File: src/port_b_pkg.sv
// Constants and types shared by the port B alternate function override block
// Notes on behaviour
// RL1 - Pin-change events fire on enabled, unmasked pins, even when driven as outputs.
// RL2 - Pin 7 is the active-low reset input only while the reset disable fuse reads 1.
// RL3 - As reset, pin 7 has pull-up forced on, driver off, digital input off.
// RL4 - Pin-change on pin 7 is masked while it is the reset input.
// RL5 - Digital input stays on in sleep when the pin's pin-change is enabled and unmasked.
// RL6 - Pin-change needs global enable, group enable and no masking alternate use.
// RL7 - Pin 6 feeds external interrupt 0 when its enable bit is set.
// RL8 - Pin 6 feeds timer0 count clock when clock select bits 2 and 1 are set.
// RL9 - Pin-change on pin 6 masked by low-level interrupt 0 or timer0 count use.
// RL10 - Pin 5 is oscillator output except for RC, external or PLL clock; then masked.
// RL11 - Pin 4 is oscillator input except for RC or PLL clock; then masked.
// RL12 - Pin 3 carries timer1 compare B output only when its direction bit is set.
// RL13 - Pin-change on pin 3 masked while timer1 compare B drives it.
// RL14 - Pin 2 is clock input when programming; in three-wire mode direction bit decides.
// RL15 - Two-wire mode pulls pin 2 low on zero output bit or start while its direction bit is set; no pull-up.
// RL16 - Pin 2 outputs inverted timer1 B only with serial unit off and direction set.
// RL17 - Pin-change on pin 2 masked by inverted timer1 B or serial clock use.
// RL18 - Three-wire mode drives serial data out on pin 1 when its direction is set and not programming.
// RL19 - In three-wire mode pin 1 output bit still enables pull-up when input.
// RL20 - Pin 1 carries timer1 compare A when direction set and not programming or serial.
// RL21 - Pin-change on pin 1 masked by timer1 compare A or three-wire data output.
// RL22 - Software should set analog input pins as inputs with pull-ups off.
// RL23 - Input enables and pin-change qualification derive from current enables and fuses.
package port_b_pkg;
	// Pin vector covers pins 7 down to 1
	typedef logic [7:1] pins_t;
	// Pin roles
	localparam int RST_PIN     = 7;
	localparam int IRQ_PIN     = 6;
	localparam int OSC_OUT_PIN = 5;
	localparam int OSC_IN_PIN  = 4;
	localparam int OCB_PIN     = 3;
	localparam int SCK_PIN     = 2;
	localparam int DO_PIN      = 1;
	// Pin-change group membership
	localparam pins_t GROUP_HI_MASK = 7'h78;
	localparam pins_t GROUP_LO_MASK = 7'h07;
	// Reset values
	localparam pins_t PINS_RST     = 7'h00;
	localparam logic  RST_PIN_IDLE = 1'h1;
	// Chip clock source selected by fuses
	typedef enum logic [1:0] {CLK_RC_OSC, CLK_EXT_CLOCK, CLK_PLL, CLK_CRYSTAL} clk_src_t;
	// Universal serial unit wire mode
	typedef enum logic [1:0] {USI_OFF, USI_THREE_WIRE, USI_TWO_WIRE} usi_mode_t;
	// Registered state of the override core
	typedef struct packed {
		pins_t drv_val;
		pins_t drv_en;
		pins_t pull_en;
		pins_t die;
		pins_t in_val;
		logic  rst_n;
		logic  irq0_pin;
		logic  t0_clk;
	} core_st_t;
	localparam core_st_t CORE_ST_RST = '{PINS_RST, PINS_RST, PINS_RST, PINS_RST,
		PINS_RST, RST_PIN_IDLE, RST_PIN_IDLE, 1'h0};
endpackage

File: src/pc_if.sv
// Interface between the override core and the pin-change detector
`timescale 1ns/1ps
interface pc_if import port_b_pkg::*; ();
	pins_t pin_val;   // Synchronised pin levels
	pins_t qualify;   // Pin-change allowed per pin
	pins_t evt_pulse; // One-cycle change events
	logic  irq_hi;    // High group pulse
	logic  irq_lo;    // Low group pulse
	modport core (
		output pin_val,
		output qualify,
		input  evt_pulse,
		input  irq_hi,
		input  irq_lo
	);
	modport detect (
		input  pin_val,
		input  qualify,
		output evt_pulse,
		output irq_hi,
		output irq_lo
	);
endinterface // pc_if

File: src/pin_sync.sv
// Two-stage synchroniser for the port B pin levels
`timescale 1ns/1ps
module pin_sync
	import port_b_pkg::*;
(
	// Clock and reset
	input  wire logic  ref_clk_in,
	input  wire logic  arst_n_in,
	// Pins and synchronised levels
	input  wire pins_t pin_in,
	output pins_t      pin_sync_out
);
	typedef struct packed {
		pins_t s1;
		pins_t s2;
	} sync_st_t;
	sync_st_t st_r;
	sync_st_t st_nxt;

	// First stage feeds only the second
	always_comb begin
		st_nxt    = st_r;
		st_nxt.s1 = pin_in;
		st_nxt.s2 = st_r.s1;
	end

	// Register the stages
	always_ff @(posedge ref_clk_in or negedge arst_n_in) begin
		if (!arst_n_in) begin
			st_r <= {PINS_RST, PINS_RST};
		end else begin
			st_r <= st_nxt;
		end
	end

	assign pin_sync_out = st_r.s2;
endmodule // pin_sync

File: src/pin_change_detect.sv
// Pin-change event detector with group interrupt pulses
`timescale 1ns/1ps
module pin_change_detect
	import port_b_pkg::*;
(
	// Clock and reset
	input  wire logic ref_clk_in,
	input  wire logic arst_n_in,
	// Link to the override core
	pc_if.detect      pc
);
	typedef struct packed {
		logic  armed;
		pins_t prev;
		pins_t evt;
		logic  irq_hi;
		logic  irq_lo;
	} det_st_t;
	det_st_t st_r;
	det_st_t st_nxt;

	// Compare against last level; the first cycle only loads it
	always_comb begin
		st_nxt        = st_r;
		st_nxt.armed  = 1'h1;
		st_nxt.prev   = pc.pin_val;
		st_nxt.evt    = st_r.armed ? ((pc.pin_val ^ st_r.prev) & pc.qualify)
			: PINS_RST; // see RL1
		st_nxt.irq_hi = |(st_nxt.evt & GROUP_HI_MASK);
		st_nxt.irq_lo = |(st_nxt.evt & GROUP_LO_MASK);
	end

	// Register the detector state
	always_ff @(posedge ref_clk_in or negedge arst_n_in) begin
		if (!arst_n_in) begin
			st_r <= {1'h0, PINS_RST, PINS_RST, 1'h0, 1'h0};
		end else begin
			st_r <= st_nxt;
		end
	end

	assign pc.evt_pulse = st_r.evt;
	assign pc.irq_hi    = st_r.irq_hi;
	assign pc.irq_lo    = st_r.irq_lo;
endmodule // pin_change_detect

File: src/port_b_alt_function_override.sv
// Alternate function override logic for port B pins 7 down to 1
`timescale 1ns/1ps
module port_b_alt_function_override
	import port_b_pkg::*;
(
	// Clock and reset
	input  wire logic      ref_clk_in,
	input  wire logic      arst_n_in,
	// Physical pins
	input  wire pins_t     pin_in,
	output pins_t          pin_drive_val_out,
	output pins_t          pin_drive_en_out,
	output pins_t          pull_up_en_out,
	// Software port bits
	input  wire pins_t     out_bits_in,
	input  wire pins_t     dir_bits_in,
	// Interrupt enables
	input  wire logic      global_irq_en_in,
	input  wire logic      pin_change_group_hi_en_in,
	input  wire logic      pin_change_group_lo_en_in,
	input  wire logic      ext_irq0_en_in,
	// Power and fuses
	input  wire logic      sleep_in,
	input  wire logic      reset_disable_fuse_in,
	input  wire clk_src_t  clock_source_in,
	// Timer controls and outputs
	input  wire logic      timer0_clock_select_bit2_in,
	input  wire logic      timer0_clock_select_bit1_in,
	input  wire logic      timer1_compare_out_a_en_in,
	input  wire logic      timer1_compare_out_a_in,
	input  wire logic      timer1_compare_out_b_en_in,
	input  wire logic      timer1_compare_out_b_in,
	input  wire logic      timer1_pwm_b_inv_en_in,
	input  wire logic      timer1_pwm_b_inv_in,
	// Serial unit and programming
	input  wire usi_mode_t usi_mode_in,
	input  wire logic      usi_data_out_in,
	input  wire logic      usi_start_detect_in,
	input  wire logic      spi_prog_en_in,
	// Digital input side
	output pins_t          dig_in_en_out,
	output pins_t          pin_in_val_out,
	output logic           reset_pin_n_out,
	output logic           ext_irq0_pin_out,
	output logic           timer0_ext_count_out,
	// Pin-change events
	output pins_t          pin_change_evt_out,
	output logic           pin_change_group_hi_irq_out,
	output logic           pin_change_group_lo_irq_out
);
	// ==========================================================
	// Decode helpers
	// ==========================================================

	// Pin-change allowed for a pin in a given group
	function automatic logic pc_qualify(input logic gie, input logic grp,
		input logic masked);
		pc_qualify = gie & grp & ~masked; // see RL6
	endfunction

	// Digital input stays on in sleep when pin-change is live
	function automatic logic die_normal(input logic slp, input logic pcq);
		die_normal = ~slp | pcq; // see RL5
	endfunction

	// ==========================================================
	// Signals
	// ==========================================================
	core_st_t st_r;
	core_st_t st_nxt;
	pins_t    pin_s;
	pins_t    pc_mask;
	pins_t    pc_q;
	logic     reset_pin_en;
	logic     ext_irq0_low_act;
	logic     ext_irq0_route;
	logic     t0_ext;
	logic     p5_io_en;
	logic     p4_io_en;
	logic     ext_clk_en;
	logic     usi_3w;
	logic     usi_2w;
	logic     usi_on;
	logic     ocb_on;
	logic     ocb_inv_on;
	logic     sck_use;
	logic     do_on;
	logic     oca_on;

	pc_if pc ();

	// ==========================================================
	// Pin synchroniser
	// ==========================================================

	// Pins are asynchronous and pass two flops first
	pin_sync u_sync (
		.ref_clk_in   (ref_clk_in),
		.arst_n_in    (arst_n_in),
		.pin_in       (pin_in),
		.pin_sync_out (pin_s)
	);

	// ==========================================================
	// Alternate function activity
	// ==========================================================

	// Reset pin role follows the fuse level directly
	assign reset_pin_en = reset_disable_fuse_in; // see RL2

	// External interrupt 0 routing and its low-level sensing
	assign ext_irq0_route   = ext_irq0_en_in; // see RL7
	assign ext_irq0_low_act = global_irq_en_in & ext_irq0_en_in;

	// Timer0 counts pin edges when both select bits are high
	assign t0_ext = timer0_clock_select_bit2_in &
		timer0_clock_select_bit1_in; // see RL8

	// Oscillator pins are free I/O only for some clock sources
	assign p5_io_en   = (clock_source_in == CLK_RC_OSC) ||
		(clock_source_in == CLK_EXT_CLOCK) ||
		(clock_source_in == CLK_PLL); // see RL10
	assign p4_io_en   = (clock_source_in == CLK_RC_OSC) ||
		(clock_source_in == CLK_PLL); // see RL11
	assign ext_clk_en = (clock_source_in == CLK_EXT_CLOCK);

	// Serial unit modes; an unused code counts as off
	assign usi_3w = (usi_mode_in == USI_THREE_WIRE);
	assign usi_2w = (usi_mode_in == USI_TWO_WIRE);
	assign usi_on = usi_3w | usi_2w;

	// Timer1 B on pin 3 needs the direction bit set
	assign ocb_on = timer1_compare_out_b_en_in & dir_bits_in[OCB_PIN]; // see RL12

	// Inverted timer1 B on pin 2 yields to serial use and programming
	assign ocb_inv_on = timer1_pwm_b_inv_en_in & ~usi_on & ~spi_prog_en_in &
		dir_bits_in[SCK_PIN]; // see RL16

	// Serial clock occupies pin 2 in any serial or programming mode
	assign sck_use = usi_on | spi_prog_en_in;

	// Three-wire data out takes pin 1 when set as output and not programming
	assign do_on = usi_3w & ~spi_prog_en_in & dir_bits_in[DO_PIN]; // see RL18

	// Timer1 A on pin 1 yields to programming and serial use
	assign oca_on = timer1_compare_out_a_en_in & ~spi_prog_en_in & ~usi_on &
		dir_bits_in[DO_PIN]; // see RL20

	// ==========================================================
	// Pin-change masking and qualification
	// ==========================================================

	// Alternate uses that mask pin-change per pin
	assign pc_mask[RST_PIN]     = reset_pin_en; // see RL4
	assign pc_mask[IRQ_PIN]     = ext_irq0_low_act | t0_ext; // see RL9
	assign pc_mask[OSC_OUT_PIN] = ~p5_io_en; // see RL10
	assign pc_mask[OSC_IN_PIN]  = ~p4_io_en; // see RL11
	assign pc_mask[OCB_PIN]     = ocb_on; // see RL13
	assign pc_mask[SCK_PIN]     = ocb_inv_on | sck_use; // see RL17
	assign pc_mask[DO_PIN]      = oca_on | do_on; // see RL21

	// Combine enables per group; computed from live inputs
	genvar gi;
	generate
		for (gi = 1; gi <= 7; gi++) begin : g_qual
			assign pc_q[gi] = pc_qualify(global_irq_en_in,
				GROUP_HI_MASK[gi] ? pin_change_group_hi_en_in
					: pin_change_group_lo_en_in,
				pc_mask[gi]); // see RL23
		end
	endgenerate

	// Detector link
	assign pc.pin_val = pin_s;
	assign pc.qualify = pc_q;

	// Pin-change event detector
	pin_change_detect u_detect (
		.ref_clk_in (ref_clk_in),
		.arst_n_in  (arst_n_in),
		.pc         (pc.detect)
	);

	// ==========================================================
	// Override next state
	// ==========================================================
	always_comb begin
		st_nxt = st_r;

		// Ordinary port behaviour on all pins first
		st_nxt.drv_en  = dir_bits_in;
		st_nxt.drv_val = out_bits_in;
		st_nxt.pull_en = ~dir_bits_in & out_bits_in;
		for (int i = 1; i <= 7; i++) begin
			st_nxt.die[i] = die_normal(sleep_in, pc_q[i]); // see RL5
		end

		// Pin 7: reset input takes pull-up, driver and input
		if (reset_pin_en) begin
			st_nxt.pull_en[RST_PIN] = 1'h1; // see RL3
			st_nxt.drv_en[RST_PIN]  = 1'h0;
			st_nxt.drv_val[RST_PIN] = 1'h0;
			st_nxt.die[RST_PIN]     = 1'h0; // see RL3
		end

		// Pin 6: interrupt or counter needs the input path live
		if (ext_irq0_route || t0_ext) begin
			st_nxt.die[IRQ_PIN] = 1'h1;
		end

		// Pin 5: oscillator output gives up all I/O use
		if (!p5_io_en) begin
			st_nxt.pull_en[OSC_OUT_PIN] = 1'h0; // see RL10
			st_nxt.drv_en[OSC_OUT_PIN]  = 1'h0;
			st_nxt.drv_val[OSC_OUT_PIN] = 1'h0;
			st_nxt.die[OSC_OUT_PIN]     = 1'h0;
		end

		// Pin 4: oscillator input; an external clock keeps the input path
		if (!p4_io_en) begin
			st_nxt.pull_en[OSC_IN_PIN] = 1'h0; // see RL11
			st_nxt.drv_en[OSC_IN_PIN]  = 1'h0;
			st_nxt.drv_val[OSC_IN_PIN] = 1'h0;
			st_nxt.die[OSC_IN_PIN]     = ext_clk_en;
		end

		// Pin 3: timer1 compare B replaces the port value
		if (ocb_on) begin
			st_nxt.drv_val[OCB_PIN] = timer1_compare_out_b_in; // see RL12
		end

		// Pin 2: programming, then serial modes, then inverted timer1 B
		if (spi_prog_en_in) begin
			st_nxt.drv_en[SCK_PIN]  = 1'h0; // see RL14
			st_nxt.drv_val[SCK_PIN] = 1'h0;
			st_nxt.pull_en[SCK_PIN] = 1'h0;
		end else if (usi_2w) begin
			// Open collector: only ever pulls low
			st_nxt.drv_en[SCK_PIN]  = dir_bits_in[SCK_PIN] &
				(~out_bits_in[SCK_PIN] | usi_start_detect_in); // see RL15
			st_nxt.drv_val[SCK_PIN] = 1'h0;
			st_nxt.pull_en[SCK_PIN] = 1'h0; // see RL15
		end else if (usi_3w) begin
			// Master drives, slave listens, per the direction bit
			st_nxt.drv_en[SCK_PIN] = dir_bits_in[SCK_PIN]; // see RL14
		end else if (ocb_inv_on) begin
			st_nxt.drv_val[SCK_PIN] = timer1_pwm_b_inv_in; // see RL16
		end

		// Pin 1: data out replaces the value, output bit keeps the pull-up
		if (do_on) begin
			st_nxt.drv_val[DO_PIN] = usi_data_out_in; // see RL18
		end else if (oca_on) begin
			st_nxt.drv_val[DO_PIN] = timer1_compare_out_a_in; // see RL20
		end
		if (usi_3w) begin
			st_nxt.pull_en[DO_PIN] = ~dir_bits_in[DO_PIN] &
				out_bits_in[DO_PIN]; // see RL19
		end

		// Input levels gated by the digital input enable
		st_nxt.in_val = pin_s & st_nxt.die;

		// Reset pin level reaches reset logic only in its reset role
		st_nxt.rst_n = reset_pin_en ? pin_s[RST_PIN] : RST_PIN_IDLE; // see RL2

		// Pin 6 feeds interrupt 0 and timer0 when routed
		st_nxt.irq0_pin = ext_irq0_route ? pin_s[IRQ_PIN] : RST_PIN_IDLE; // see RL7
		st_nxt.t0_clk   = t0_ext & pin_s[IRQ_PIN]; // see RL8
	end

	// ==========================================================
	// State register
	// ==========================================================
	always_ff @(posedge ref_clk_in or negedge arst_n_in) begin
		if (!arst_n_in) begin
			st_r <= CORE_ST_RST;
		end else begin
			st_r <= st_nxt;
		end
	end

	// ==========================================================
	// Outputs
	// ==========================================================

	// Pin drive and pull-up
	assign pin_drive_val_out = st_r.drv_val;
	assign pin_drive_en_out  = st_r.drv_en;
	assign pull_up_en_out    = st_r.pull_en;

	// Digital input side
	assign dig_in_en_out        = st_r.die;
	assign pin_in_val_out       = st_r.in_val;
	assign reset_pin_n_out      = st_r.rst_n;
	assign ext_irq0_pin_out     = st_r.irq0_pin;
	assign timer0_ext_count_out = st_r.t0_clk;

	// Pin-change results come straight from detector flops
	assign pin_change_evt_out          = pc.evt_pulse; // see RL1
	assign pin_change_group_hi_irq_out = pc.irq_hi;
	assign pin_change_group_lo_irq_out = pc.irq_lo;
endmodule // port_b_alt_function_override

File: config.mk
export PLATFORM = sky130hd
export DESIGN_NAME = port_b_alt_function_override
export DESIGN_NICKNAME = d
export VERILOG_FILES = /design/src/port_b_pkg.sv /design/src/pc_if.sv /design/src/pin_sync.sv /design/src/pin_change_detect.sv /design/src/port_b_alt_function_override.sv
export SDC_FILE = /design/constraint.sdc
export NUM_CORES = 1
export LEC_CHECK = 0
export BUFFER_PORTS_ARGS = -buffer_cell sky130_fd_sc_hd__buf_4
export CAP_MARGIN = 10
export CORE_MARGIN = 4
export CORE_UTILIZATION = 51
export CTS_CLUSTER_SIZE = 12
export DETAILED_ROUTE_END_ITERATION = 16
export GPL_TIMING_DRIVEN = 0
export HOLD_SLACK_MARGIN = 0.06
export PLACE_DENSITY_LB_ADDON = 0.3
export REMOVE_ABC_BUFFERS = 1
export SLEW_MARGIN = 20
export SYNTH_ARGS = -nofsm -noshare
export SYNTH_HDL_FRONTEND = slang
export SYNTH_SLANG_ARGS = --single-unit
File: constraint.sdc
create_clock -name ref_clk_in -period 3.6 [get_ports ref_clk_in]
set_clock_uncertainty 0.2 [all_clocks]
set_input_delay 0.54 -clock ref_clk_in [delete_from_list [all_inputs] [get_ports ref_clk_in]]
set_output_delay 0.54 -clock ref_clk_in [all_outputs]
set_load 0.05 [all_outputs]
# Yosys cells after proc, flatten, opt, wreduce, memory -nomap -nowiden

Index checks and enable logic that the tools add are counted.

Bits of input ports: 44
Word-level logic and storage cells: 105
Output and inout port bits: 47
Register bits after elaboration: 69

Muxes and demuxes: 28
Bitwise logic cells: 51
Equality and inequality tests: 4
Reduce and logical (&&, ||, !) cells: 7

Operators by type and width:

| cell                                           | number |
|---|---|
| 2-to-1 mux 1 bit                               | 27 |
| AND 1 bit                                      | 23 |
| AND 7 bit                                      | 3 |
| bitwise OR 1 bit                               | 13 |
| inverter 1 bit                                 | 10 |
| 2-to-1 mux 7 bit                               | 1 |
| inverter 7 bit                                 | 1 |
| XOR 7 bit                                      | 1 |
| == test 2 x 1 -> 1 bit (second input constant) | 2 |
| == test 2 bit (second input constant)          | 2 |
| logical OR 1 bit                               | 4 |
| OR reduction 4 bit                             | 1 |
| OR reduction 3 bit                             | 1 |
| logical NOT 2 bit                              | 1 |

# Logic depth before layout (Yosys ltp)

Gate-level depths: netlist (run 1).

Depth in word-level cells: 12
Depth in mapped cells: 5
Gate-level depth less buffers: 5

# By module

From an unflattened synthesis (run 1), not the netlist that was laid out.

Cell total of the unflattened synthesis: 160
Area, all modules: 2343.5 sq um

By module, submodules not included:

| module                       | seq. area each (sq um) | cells an instance | area each (sq um) | times used |
|---|---|---|---|---|
| port_b_alt_function_override | 953.4                  | 105               | 1383.8            | 1 |
| pin_change_detect            | 425.4                  | 41                | 609.3             | 1 |
| pin_sync                     | 350.3                  | 14                | 350.3             | 1 |

# Least setup slack after synthesis (run 1)

OpenSTA, ideal clock, no wires.

Path kind: input -> register
From: input usi_mode_in[0]
To: register u_detect.st_r (netlist bit u_detect.pc.irq_lo)
Stages on the path: 5
Data arrival time: 1563 ps
Data required time: 3268 ps
Buffers on the path: 0
Path slack: 1705 ps
Library setup time: 132 ps
Cells stage by stage: inv_1 > ha_1 > and4b_1 > and4_4 > or3b_1

RTL lines:

| element              | RTL line                           | source |
|---|---|---|
| from (decl)          | port_b_alt_function_override.sv:36 | `input wire usi_mode_t usi_mode_in,` |
| to (signal assigned) | pin_change_detect.sv:36            | `st_r <= {1'h0, PINS_RST, PINS_RST, 1'h0, 1'h0};` |
| to (signal assigned) | pin_change_detect.sv:38            | `st_r <= st_nxt;` |
| to (decl)            | pin_change_detect.sv:19            | `det_st_t st_r;` |

# Worst setup path in the final report (run 1)

From: register st_r (netlist bit ext_irq0_pin_out)
To: output ext_irq0_pin_out

RTL lines:

| element                | RTL line                            | source |
|---|---|---|
| from (decl)            | port_b_alt_function_override.sv:69  | `core_st_t st_r;` |
| from (signal assigned) | port_b_alt_function_override.sv:279 | `st_r <= st_nxt;` |
| to (decl)              | port_b_alt_function_override.sv:44  | `output logic ext_irq0_pin_out,` |

No word-level cell between the ends.

==> results by group, run 1 <==
Clocking
  – Setup repair bufs after CTS: 0
  – # H-tree levels: 3
  – Clk root buf: clkbuf_8
  – Worst-path clk slew: 0.07 ns
  – CTS Hold Bufs: 0
  – Post-CTS Resized: 0
  – Clk_lat worst skew: between 0.3 and 0.4 ns
  – CTS Buf Count: 9
  – Clk sinks: 69
  – CTS tree: yes
  – CTS max path bufs: 2

Power
  – Cell Int Power: about 1.2 mW
  – Peak VDD IR: ~0.0003 V
  – Combinational Power Share: roughly 16%
  – Clk pwr share: between 30% and 40%
  – Power Dens Cells: roughly 500 nW/um^2
  – Pwr Total: approximately 1.6 mW
  – Psw: between 400 and 500 uW
  – Register share of total power: 51.9%
  – Sw Share: between 20% and 30%
  – Leak: around 1.6 nW

Yosys
  – Number of flops mapped to enable cells by yosys: 0
  – Top post-synthesis cells by area: dfrtp_1, buf_4, dfstp_2
  – Area leader, netlist: dfrtp_1
  – Ys flop type: dfrtp_1
  – Share of the synthesized area in the top cell type: 72.1%
  – FFs w/ async S/R, synth: between 90% and 100%
  – Cells after Synth: 160
  – Commonest cells post-synth: dfrtp_1, nand2_1, nor2_1, nor2b_1
  – Warnings, synthesis: 0
  – Post-Syn Area: 2330 um^2
  – Netlist cell types: 42
  – #FFs+latches synth: between 60 and 70
  – Mean Syn Cell Area: 14.5 um^2
  – Sequential-to-total area share from yosys stat: 74.3%
  – Most common cell in the synthesized netlist: dfrtp_1

Critical path
  – Crit path buffers/inverters: 1
  – CP Cell Sequence: buf_4
  – Kind of critical path: reg -> out
  – Worst EP arrival: 1.03 ns
  – Worst Setup End Kind: output pin
  – Crit path launch type: register
  – Crit path max-delay family: flip-flops
  – Max incr delay on CP: between 0.5 and 0.6 ns
  – Critical Path RT: 2.86 ns
  – Critical path's slowest cell: dfstp_2
  – CP max FO: 1

Timing
  – Worst setup margin: approximately 1.8 ns
  – Final Cycle Share: a little under 50%
  – FMAX: 0.565 GHz
  – Final Setup Violations: 0
  – Slew Viols, Final: 0
  – Final hold violations: 0
  – Worst Tran Pin Value: between 0.8 and 0.9 ns
  – Setup TNS: 0 ns
  – Worst rel slew slack: a little under half
  – Fin crit period: around 1.8 ns
  – RSZ-0062 raised after global routing: no

Global routing
  – Vias in the first global route: between 1500 and 2000
  – Largest net degree at the start of global routing: 70
  – Grt ovf: 0
  – Total GRT Usage: between 10% and 20%
  – First-pass GRT wire length: approximately 7.0 mm
  – Initial antenna violation count: 0

Finish
  – Footprint of the multi-input gates: around 530 um^2
  – Diodes inserted: 0
  – Share of layout cells above drive strength 1: between 40% and 50%
  – Fin cells: 310
  – Register area: 1730 um^2
  – Final-layout fill cell count: approximately 300
  – Fin nets: 300
  – Post-route cell area: 3170 um^2
  – P&R area growth vs syn: 36.4%

Route
  – WL per Instance: approximately 14 um
  – First-pass iteration count of the detailed router: 4
  – Vias post-DR: approximately 1400
  – Routed vias/inst: about 4.7
  – Residual DRC: 0
  – DRT iter0 DRCs: between 80 and 90
  – Final ANT Viol Nets: 0
  – Final WL: about 4.3 mm

Floorplan
  – Total die area: about 5700 um^2
  – Ports: around 90
  – Die width: 75.5 um
  – Core ar.: around 4400 um^2
  – Initial Util: 53.1%
  – Die Y-Extent: 75.5 um
  – Rows: 24

Placement
  – Placed Area: 3010 um^2
  – Gpl congestion: 0.711
  – Setup Slack @ Placement: between 1.5 and 2 ns
  – Dpl hpwl: around 3.2 mm
  – PortBufs: 90
  – Post-Place Cells: 295

Run status
  – Status: completed

Job
  – Max cap viols: 0

Hold path
  – Hold Path Class: in -> async
## state kept, by name (all words and copies together) (netlist names)
signal,cells
u_detect.st_r,8
u_detect.pc.evt_pulse,7
pull_up_en_out,7
u_detect.pc.irq_hi,1
reset_pin_n_out,1
ext_irq0_pin_out,1
u_detect.pc.irq_lo,1
u_sync.st_nxt,7
pin_drive_en_out,7
u_sync.pin_sync_out,7
dig_in_en_out,7
pin_in_val_out,7
timer0_ext_count_out,1
pin_drive_val_out,7
## power by group through the flow
stage               Combinational, mW  Sequential [mW]  Clock, mW
finish                          0.251            0.830      0.519
global route                    0.270            0.834      0.572
CTS                             0.255            0.831      0.537
detailed placement              0.254            0.845          0
global placement                0.251            0.844          0
floorplan                      0.0408            0.943          0
## cell usage in the layout, fill, tap and decap left out, types with 2 or more instances in the layout
cell and count:
clkbuf_1 3, clkinv_2 2, dfstp_2 2, inv_1 5, xor2_1 6, nand2_1 10, buf_4 90, dfrtp_1 67
clkbuf_8 10, ha_1 2, a21oi_1 3, and2_1 7, nor2_1 9, nor2b_1 8, nand2b_1 4
## worst register-to-register path: stages, from the launching register on
cell,delay [ns]
dfrtp_1,0.39
and3_2,0.19
nor3b_2,0.16
or3b_1,0.36
## final timing paths
path | from | end | slack, ns | cells after the start
max in group asynchronous | arst_n_in | pull_up_en_out[5] | 2.58 | 1
worst min-delay path | arst_n_in | pin_drive_val_out[1] | 0.10 | 1
worst max-delay path | ext_irq0_pin_out | ext_irq0_pin_out | 1.83 | 1
worst max register to register | u_detect.st_r[16] | u_detect.pc.irq_lo | 2.17 | 3
min in group ref_clk_in | pin_in[3] | u_sync.st_nxt[3] | 0.11 | 1
worst min register to register | u_sync.st_nxt[1] | u_sync.pin_sync_out[1] | 0.15 | 0
## cell families after synthesis
family                     after synthesis  share of synthesized area (%)
adders and majority gates                2                           1.08
AOI/OAI and AO/OA                       16                           5.00
xor gates and xnor gates                 7                           2.64
DFF                                     69                           74.3
and+or+nand+nor                         51                           12.8
muxes                                    2                          0.914
buffers and inverters                   12                           3.07
other                                    1                          0.161
## through the flow
stage	util, %	hold slack [ns]
2_1_floorplan	-	0.0444
3_3_place_gp	68.8	0.131
3_5_place_dp	68.8	0.135
4_1_cts	72.4	0.0952
5_1_grt	72.4	0.0915
6_report	72.4	0.102
## final cells by class
cell class / instances / share of cell area, %
clock buffers: 13 / 4.69
clock inverters: 2 / 0.315
inverters: 5 / 0.591
multi-input cells: 79 / 16.6
flip-flops and latches: 69 / 54.5
well taps: 52 / 2.05
repair buffers: 90 / 21.3
## routing by layer
layer | global-route usage, % | wire, um
met5 | 0 | 0
met4 | 11.1 | 68
met3 | 6.33 | 398
met2 | 27.7 | 2210
met1 | 19.4 | 1660
Note: power is estimated with default switching activity, not from simulation.
==> run 2: changes to the inputs <==
--- a/config.mk
+++ b/config.mk
@@ -5,10 +5,11 @@
 export SDC_FILE = /design/constraint.sdc
 export NUM_CORES = 1
 export LEC_CHECK = 0
+export ABC_AREA = 1
 export BUFFER_PORTS_ARGS = -buffer_cell sky130_fd_sc_hd__buf_4
 export CAP_MARGIN = 10
 export CORE_MARGIN = 4
-export CORE_UTILIZATION = 51
+export CORE_UTILIZATION = 48
 export CTS_CLUSTER_SIZE = 12
 export DETAILED_ROUTE_END_ITERATION = 16
 export GPL_TIMING_DRIVEN = 0
==> constraint.sdc (replaced) <==
create_clock -name ref_clk_in -period 1.7 [get_ports ref_clk_in]
set_clock_uncertainty 0.2 [all_clocks]
set_input_delay 0.255 -clock ref_clk_in [delete_from_list [all_inputs] [get_ports ref_clk_in]]
set_output_delay 0.255 -clock ref_clk_in [all_outputs]
set_load 0.05 [all_outputs]
==> results by group, run 2 <==
Floorplan
  – Die Y-Extent: 78.7 um (+4.2%)
  – Die width: 78.7 um (+4.2%)
  – Core ar.: 4790 um^2 (+9.2%)
  – Initial Util: 50.2% (-2.9 points)
  – Total die area: 6200 um^2 (+8.6%)
  – Ports: 91 (unchanged)
  – Rows: 25 (+4.2%)

Yosys
  – #FFs+latches synth: 69 (unchanged)
  – Commonest cells post-synth: dfrtp_1, inv_1, nand2_1, nor2_1, nand3_1
  – Area leader, netlist: dfrtp_1
  – Share of the synthesized area in the top cell type: 69.8% (-2.3 points)
  – Mean Syn Cell Area: 11.2 um^2 (-23%)
  – Post-Syn Area: 2400 um^2 (+3.2%)
  – Top post-synthesis cells by area: dfrtp_1, inv_1, nand2_1
  – Ys flop type: dfrtp_1
  – Warnings, synthesis: 0 (unchanged)
  – Netlist cell types: 21 (-50%)
  – Cells after Synth: 214 (+34%)
  – Number of flops mapped to enable cells by yosys: 0 (unchanged)
  – Sequential-to-total area share from yosys stat: 72.0% (-2.3 points)
  – FFs w/ async S/R, synth: 100% (unchanged)
  – Most common cell in the synthesized netlist: dfrtp_1

Timing
  – Final Setup Violations: 0 (unchanged)
  – Fin Hold WS: 0.0891 ns (-0.0131 ns)
  – Final hold violations: 0 (unchanged)
  – Final Cycle Share: between 90% and 100%
  – Setup TNS: 0 ns (unchanged)
  – FMAX: between 0.6 and 0.7 GHz
  – Worst rel slew slack: 45.8% (-0.82 points)
  – Fin crit period: about 1.6 ns
  – Worst Tran Pin Value: 0.813 ns (+0.0123 ns)
  – Slew Viols, Final: 0 (unchanged)
  – RSZ-0062 raised after global routing: no

Critical path
  – CP Cell Sequence: dlygate4sd3_1 -> buf_4 -> nor3_1 -> dlygate4sd3_1
  – R2R cell count: 6 (+3)
  – Critical path's slowest cell: dlygate4sd3_1
  – FF-to-FF End: u_detect.pc.irq_hi
  – Worst setup path end: pull_up_en_out[3]
  – Critical Path RT: 1.77 ns (-1.09 ns)
  – Critical path launch point: clock_source_in[0]
  – Reg2Reg Setup Slack: 0.54 ns (-1.63 ns)
  – Crit path launch type: primary input
  – Critical path's most frequent cell: dlygate4sd3_1
  – Critical R2R Launch: u_sync.pin_sync_out[6]
  – Worst EP arrival: 1.69 ns (+0.66 ns)
  – CP max FO: 6 (+5)
  – Max incr delay on CP: 0.56 ns (+0.04 ns)
  – Kind of critical path: in -> reg
  – Worst Setup End Kind: register

Clocking
  – CTS max path bufs: 2 (unchanged)
  – CTS Buf Count: 9 (unchanged)
  – Clk root buf: clkbuf_8
  – CTS tree: yes
  – Clk sinks: 69 (unchanged)
  – Setup repair bufs after CTS: 0 (unchanged)
  – Clk_lat worst skew: 0.33 ns (about the same)
  – Worst-path clk slew: 0.06 ns (about the same)
  – # H-tree levels: 3 (unchanged)

Power
  – Peak VDD IR: 0.000607 V (+110%)
  – Clk pwr share: 35.2% (+2.8 points)
  – Combinational Power Share: 16.9% (+1.2 points)
  – Cell Int Power: 2.72 mW (+130%)
  – Psw: 958 uW (+120%)
  – Sw Share: 26.1% (-0.91 points)
  – Power Dens Cells: 995 nW/um^2 (+97%)
  – Register share of total power: 47.9% (-4.0 points)
  – Leak: 1.99 nW (+22%)

Run status
  – Status: completed

Route
  – Routed vias/inst: 4.41 (-5.6%)
  – DRT iter0 DRCs: 85 (+3.7%)
  – Final ANT Viol Nets: 0 (unchanged)
  – Final WL: 5.35 mm (+23%)
  – WL per Instance: 12.8 um (-8.7%)
  – Vias post-DR: 1845 (+27%)
  – First-pass iteration count of the detailed router: 4 (unchanged)
  – Residual DRC: 0 (unchanged)

Global routing
  – Largest net degree at the start of global routing: 70 (unchanged)
  – First-pass GRT wire length: 8.70 mm (+25%)
  – Vias in the first global route: 1931 (+24%)
  – Grt ovf: 0 (unchanged)
  – Total GRT Usage: 18.9% (+1.7 points)
  – Initial antenna violation count: 0 (unchanged)

Finish
  – Max reg flops: 8 (unchanged)
  – Diodes inserted: 0 (unchanged)
  – Most common cell after layout, fill and taps aside: buf_4
  – Footprint of the multi-input gates: 478 um^2 (-9.0%)
  – Fin nets: 393 (+31%)
  – Share of layout cells above drive strength 1: 32.2% (-11 points)
  – Register area: 1730 um^2 (unchanged)
  – Commonest non-fill, non-tap cells in the layout: buf_4, dfrtp_1, dlygate4sd3_1
  – Final-layout fill cell count: 334 (+11%)
  – Most flop-heavy register: u_detect.st_r
  – Fin util: 77.2% (+4.9 points)
  – P&R area growth vs syn: 53.9%

Placement
  – Dpl hpwl: 3.31 mm (+3.5%)
  – PortBufs: 90 (unchanged)
  – Gpl congestion: 0.750 (+5.4%)

Hold path
  – Hold Path Class: in -> reg

Job
  – Max cap viols: 0 (unchanged)
[run 2: worst min-delay path by stage]
stage | cells past startpoint | end | start | slack, ns
floorplan | 0 | dig_in_en_out[0] | arst_n_in | -0.24
CTS | 4 | u_detect.pc.evt_pulse[1] | timer1_pwm_b_inv_en_in | 0.07
global placement | 0 | u_sync.pin_sync_out[2] | u_sync.st_nxt[2] | 0.13
global route | 4 | u_detect.pc.evt_pulse[1] | timer1_pwm_b_inv_en_in | 0.1
detailed placement | 0 | u_sync.pin_sync_out[3] | u_sync.st_nxt[3] | 0.13
finish | 4 | u_detect.pc.evt_pulse[1] | timer1_pwm_b_inv_en_in | 0.09
[run 2: cells by family (layout without fill, tap and decap cells)]
family	after synthesis	after routing	synth area share [%]
other	1	1	0.156
buffers and inverters	46	183	8.29
and+or+nand+nor	84	84	15.8
DFF	69	69	72.0
AOI/OAI and AO/OA	12	12	2.66
adders and majority gates	2	2	1.04
[run 2: metal layers]
layer	wire (um)	share of wire [%]	vias up	global-route usage, %
met3	317	5.9	10	4.31
met1	1960	37	873	19.8
met5	0	0	-	0
li1	-	-	899	-
met2	2940	55	63	34.5
met4	129	2.4	0	11.0
[run 2: power by group through the flow]
stage | logic [mW] | registers [mW] | clock network (mW)
3_5_place_dp | 0.549 | 1.79 | 0
2_1_floorplan | 0.0925 | 2.00 | 0
3_3_place_gp | 0.541 | 1.79 | 0
6_report | 0.622 | 1.76 | 1.29
5_1_grt | 0.667 | 1.77 | 1.40
4_1_cts | 0.624 | 1.76 | 1.32
[run 2: metrics by stage]
step / std cells / cell area, um^2 / worst slack [ns] / power (mW)
final: 418 / 3700 / 0.0804 / 3.68
after CTS: 419 / 3700 / 0.0206 / 3.71
after floorplan: 207 / 2350 / 0.443 / 2.09
after global placement: 364 / 3110 / 0.270 / 2.33
after global routing: 418 / 3700 / 0.0286 / 3.84
after detailed placement: 364 / 3110 / 0.231 / 2.34
[run 2: cell type report]
cell class | count | share of cell area (%)
Clock buffer | 14 | 4.40
Clock inverter | 1 | 0.812
Inverter | 39 | 3.96
Multi-Input combinational cell | 99 | 12.9
Sequential cell | 69 | 46.8
Tap cell | 67 | 2.27
Timing Repair Buffer | 129 | 28.8
[run 2: worst max-delay path, delay by kind of cell]
family	cells	cell delay [ns]
buffers and inverters	3	1.26
AND/OR/NAND/NOR	1	0.17
[run 2: repair_timing]
| action | 4_1_cts | 5_1_grt |
|---|---|---|
| hold endpoints to repair | 117 | 1 |
| resized for setup | 0 | 1 |
| setup endpoints to repair | 0 | 2 |
| hold buffers | 40 | 1 |
==> run 3: changes to the inputs <==
--- a/config.mk
+++ b/config.mk
@@ -14,6 +14,7 @@
 export DETAILED_ROUTE_END_ITERATION = 16
 export GPL_TIMING_DRIVEN = 0
 export HOLD_SLACK_MARGIN = 0.06
+export MAX_ROUTING_LAYER = met4
 export PLACE_DENSITY_LB_ADDON = 0.3
 export REMOVE_ABC_BUFFERS = 1
 export SLEW_MARGIN = 20
==> results by group, run 3 (synthesis results as in run 2) <==
Run status
  – Status: completed

Route
  – Routed vias/inst: 4.41 (about the same)
  – Final ANT Viol Nets: 0 (unchanged)
  – Vias post-DR: 1844 (-0.054%)
  – Residual DRC: 0 (unchanged)
  – WL per Instance: 12.8 um (about the same)
  – DRT iter0 DRCs: 125 (+47%)
  – Final WL: 5.35 mm (about the same)
  – First-pass iteration count of the detailed router: 4 (unchanged)

Floorplan
  – Ports: 91 (unchanged)
  – Die width: 78.7 um (unchanged)
  – Die Y-Extent: 78.7 um (unchanged)
  – Initial Util: 50.2% (unchanged)
  – Total die area: 6200 um^2 (unchanged)
  – Rows: 25 (unchanged)
  – Core ar.: 4790 um^2 (unchanged)

Global routing
  – First-pass GRT wire length: 8.72 mm (+0.24%)
  – Grt ovf: 0 (unchanged)
  – Vias in the first global route: 1930 (-0.052%)
  – Initial antenna violation count: 0 (unchanged)
  – Largest net degree at the start of global routing: 70 (unchanged)
  – Total GRT Usage: 19.5% (+0.56 points)

Finish
  – Most common cell after layout, fill and taps aside: buf_4
  – P&R area growth vs syn: 53.9% (unchanged)
  – Most flop-heavy register: u_detect.st_r
  – Share of layout cells above drive strength 1: 32.2% (unchanged)
  – Fin nets: 393 (unchanged)
  – Final-layout fill cell count: 334 (unchanged)
  – Register area: 1730 um^2 (unchanged)
  – Diodes inserted: 0 (unchanged)
  – Fin cells: 418 (unchanged)
  – Max reg flops: 8 (unchanged)
  – Commonest non-fill, non-tap cells in the layout: buf_4, dfrtp_1, dlygate4sd3_1
  – Footprint of the multi-input gates: 478 um^2 (unchanged)

Timing
  – FMAX: 0.617 GHz (about the same)
  – Slew Viols, Final: 0 (unchanged)
  – Worst setup margin: 0.0797 ns (-0.000668 ns)
  – Final hold violations: 0 (unchanged)
  – RSZ-0062 raised after global routing: no
  – Final Cycle Share: 95.3% (about the same)
  – Final Setup Violations: 0 (unchanged)
  – Setup TNS: 0 ns (unchanged)
  – Worst Tran Pin Value: 0.815 ns (+0.00162 ns)
  – Worst rel slew slack: 45.7% (-0.11 points)
  – Fin crit period: 1.62 ns (+0.000668 ns)

Clocking
  – Clk sinks: 69 (unchanged)
  – Clk_lat worst skew: 0.33 ns (about the same)
  – CTS tree: yes
  – Clk root buf: clkbuf_8
  – CTS max path bufs: 2 (unchanged)
  – # H-tree levels: 3 (unchanged)
  – Setup repair bufs after CTS: 0 (unchanged)
  – Worst-path clk slew: 0.06 ns (about the same)
  – CTS Buf Count: 9 (unchanged)

Critical path
  – CP max FO: 6 (unchanged)
  – Kind of critical path: in -> reg
  – Worst Setup End Kind: register
  – Worst EP arrival: 1.69 ns (about the same)
  – Critical Path RT: 1.77 ns (about the same)
  – Crit path launch type: primary input

Power
  – Peak VDD IR: 0.000607 V (about the same)
  – Power Dens Cells: 994 nW/um^2 (about the same)
  – Pwr Total: 3.67 mW (about the same)
  – Leak: 1.99 nW (unchanged)

Placement
  – Gpl congestion: 0.759 (+1.3%)
  – Setup Slack @ Placement: 0.231 ns (unchanged)
  – Dpl hpwl: 3.31 mm (unchanged)
  – PortBufs: 90 (unchanged)
  – Post-Place Cells: 364 (unchanged)

Job
  – Max cap viols: 0 (unchanged)

Hold path
  – Hold Path Class: in -> reg
==> run 3: cell counts in the layout (fill, tap and decap cells not counted) <==
No cell type changed its count.
==> run 3: cell type report <==
type | instances | share of cell area [%]
sequential | 69 | 46.8
multi-input combinational | 99 | 12.9
inverter | 39 | 3.96
clock buffer | 14 | 4.40
clock inverter | 1 | 0.812
timing repair buffer | 129 | 28.8
tap | 67 | 2.27
==> run 3: path summary, 6_finish.rpt <==
path                                        startpoint                     end  slack, ns  cells after the start
worst min-delay path                    usi_mode_in[1]     pin_drive_en_out[1]       0.09                      3
max in group asynchronous                    arst_n_in        u_detect.st_r[9]       0.40                      2
min in group asynchronous                    arst_n_in       pull_up_en_out[4]       0.36                      2
worst min register to register        u_sync.st_nxt[4]  u_sync.pin_sync_out[4]       0.15                      0
worst max register to register  u_sync.pin_sync_out[6]      u_detect.pc.irq_hi       0.53                      6
worst max-delay path                clock_source_in[0]       pull_up_en_out[3]       0.08                      4
==> run 3: critical path, stage by stage <==
cell and delay [ns]:
dlygate4sd3_1 0.54, buf_4 0.16, nor3_1 0.17, dlygate4sd3_1 0.56
==> run 3: routing by layer <==
| layer | global-route usage (%) | part of all wire (%) |
|---|---|---|
| met2 | 34.5 | 55 |
| met3 | 3.63 | 5.0 |
| met4 | 11.0 | 2.3 |
| met1 | 20.4 | 38 |
| met5 | - | 0 |
==> run 3: through the flow <==
stage	hold WS (ns)	utilization (%)	cell area [um^2]
floorplan	-0.241	-	2350
global placement	0.132	64.9	3110
detailed placement	0.135	64.9	3110
CTS	0.0657	77.3	3700
global route	0.0981	77.2	3700
finish	0.0910	77.2	3700
==> run 3: power by group <==
group,switching [mW],internal (mW),total (mW)
logic,0.386,0.236,0.623
registers,0.0324,1.73,1.76
clock network,0.538,0.752,1.29
total,0.957,2.72,3.67
==> run 3: repair_timing <==
item,CTS,global route
hold endpoints to repair,117,1
setup endpoints to repair,0,2
resized for setup,0,1
hold buffers,40,1
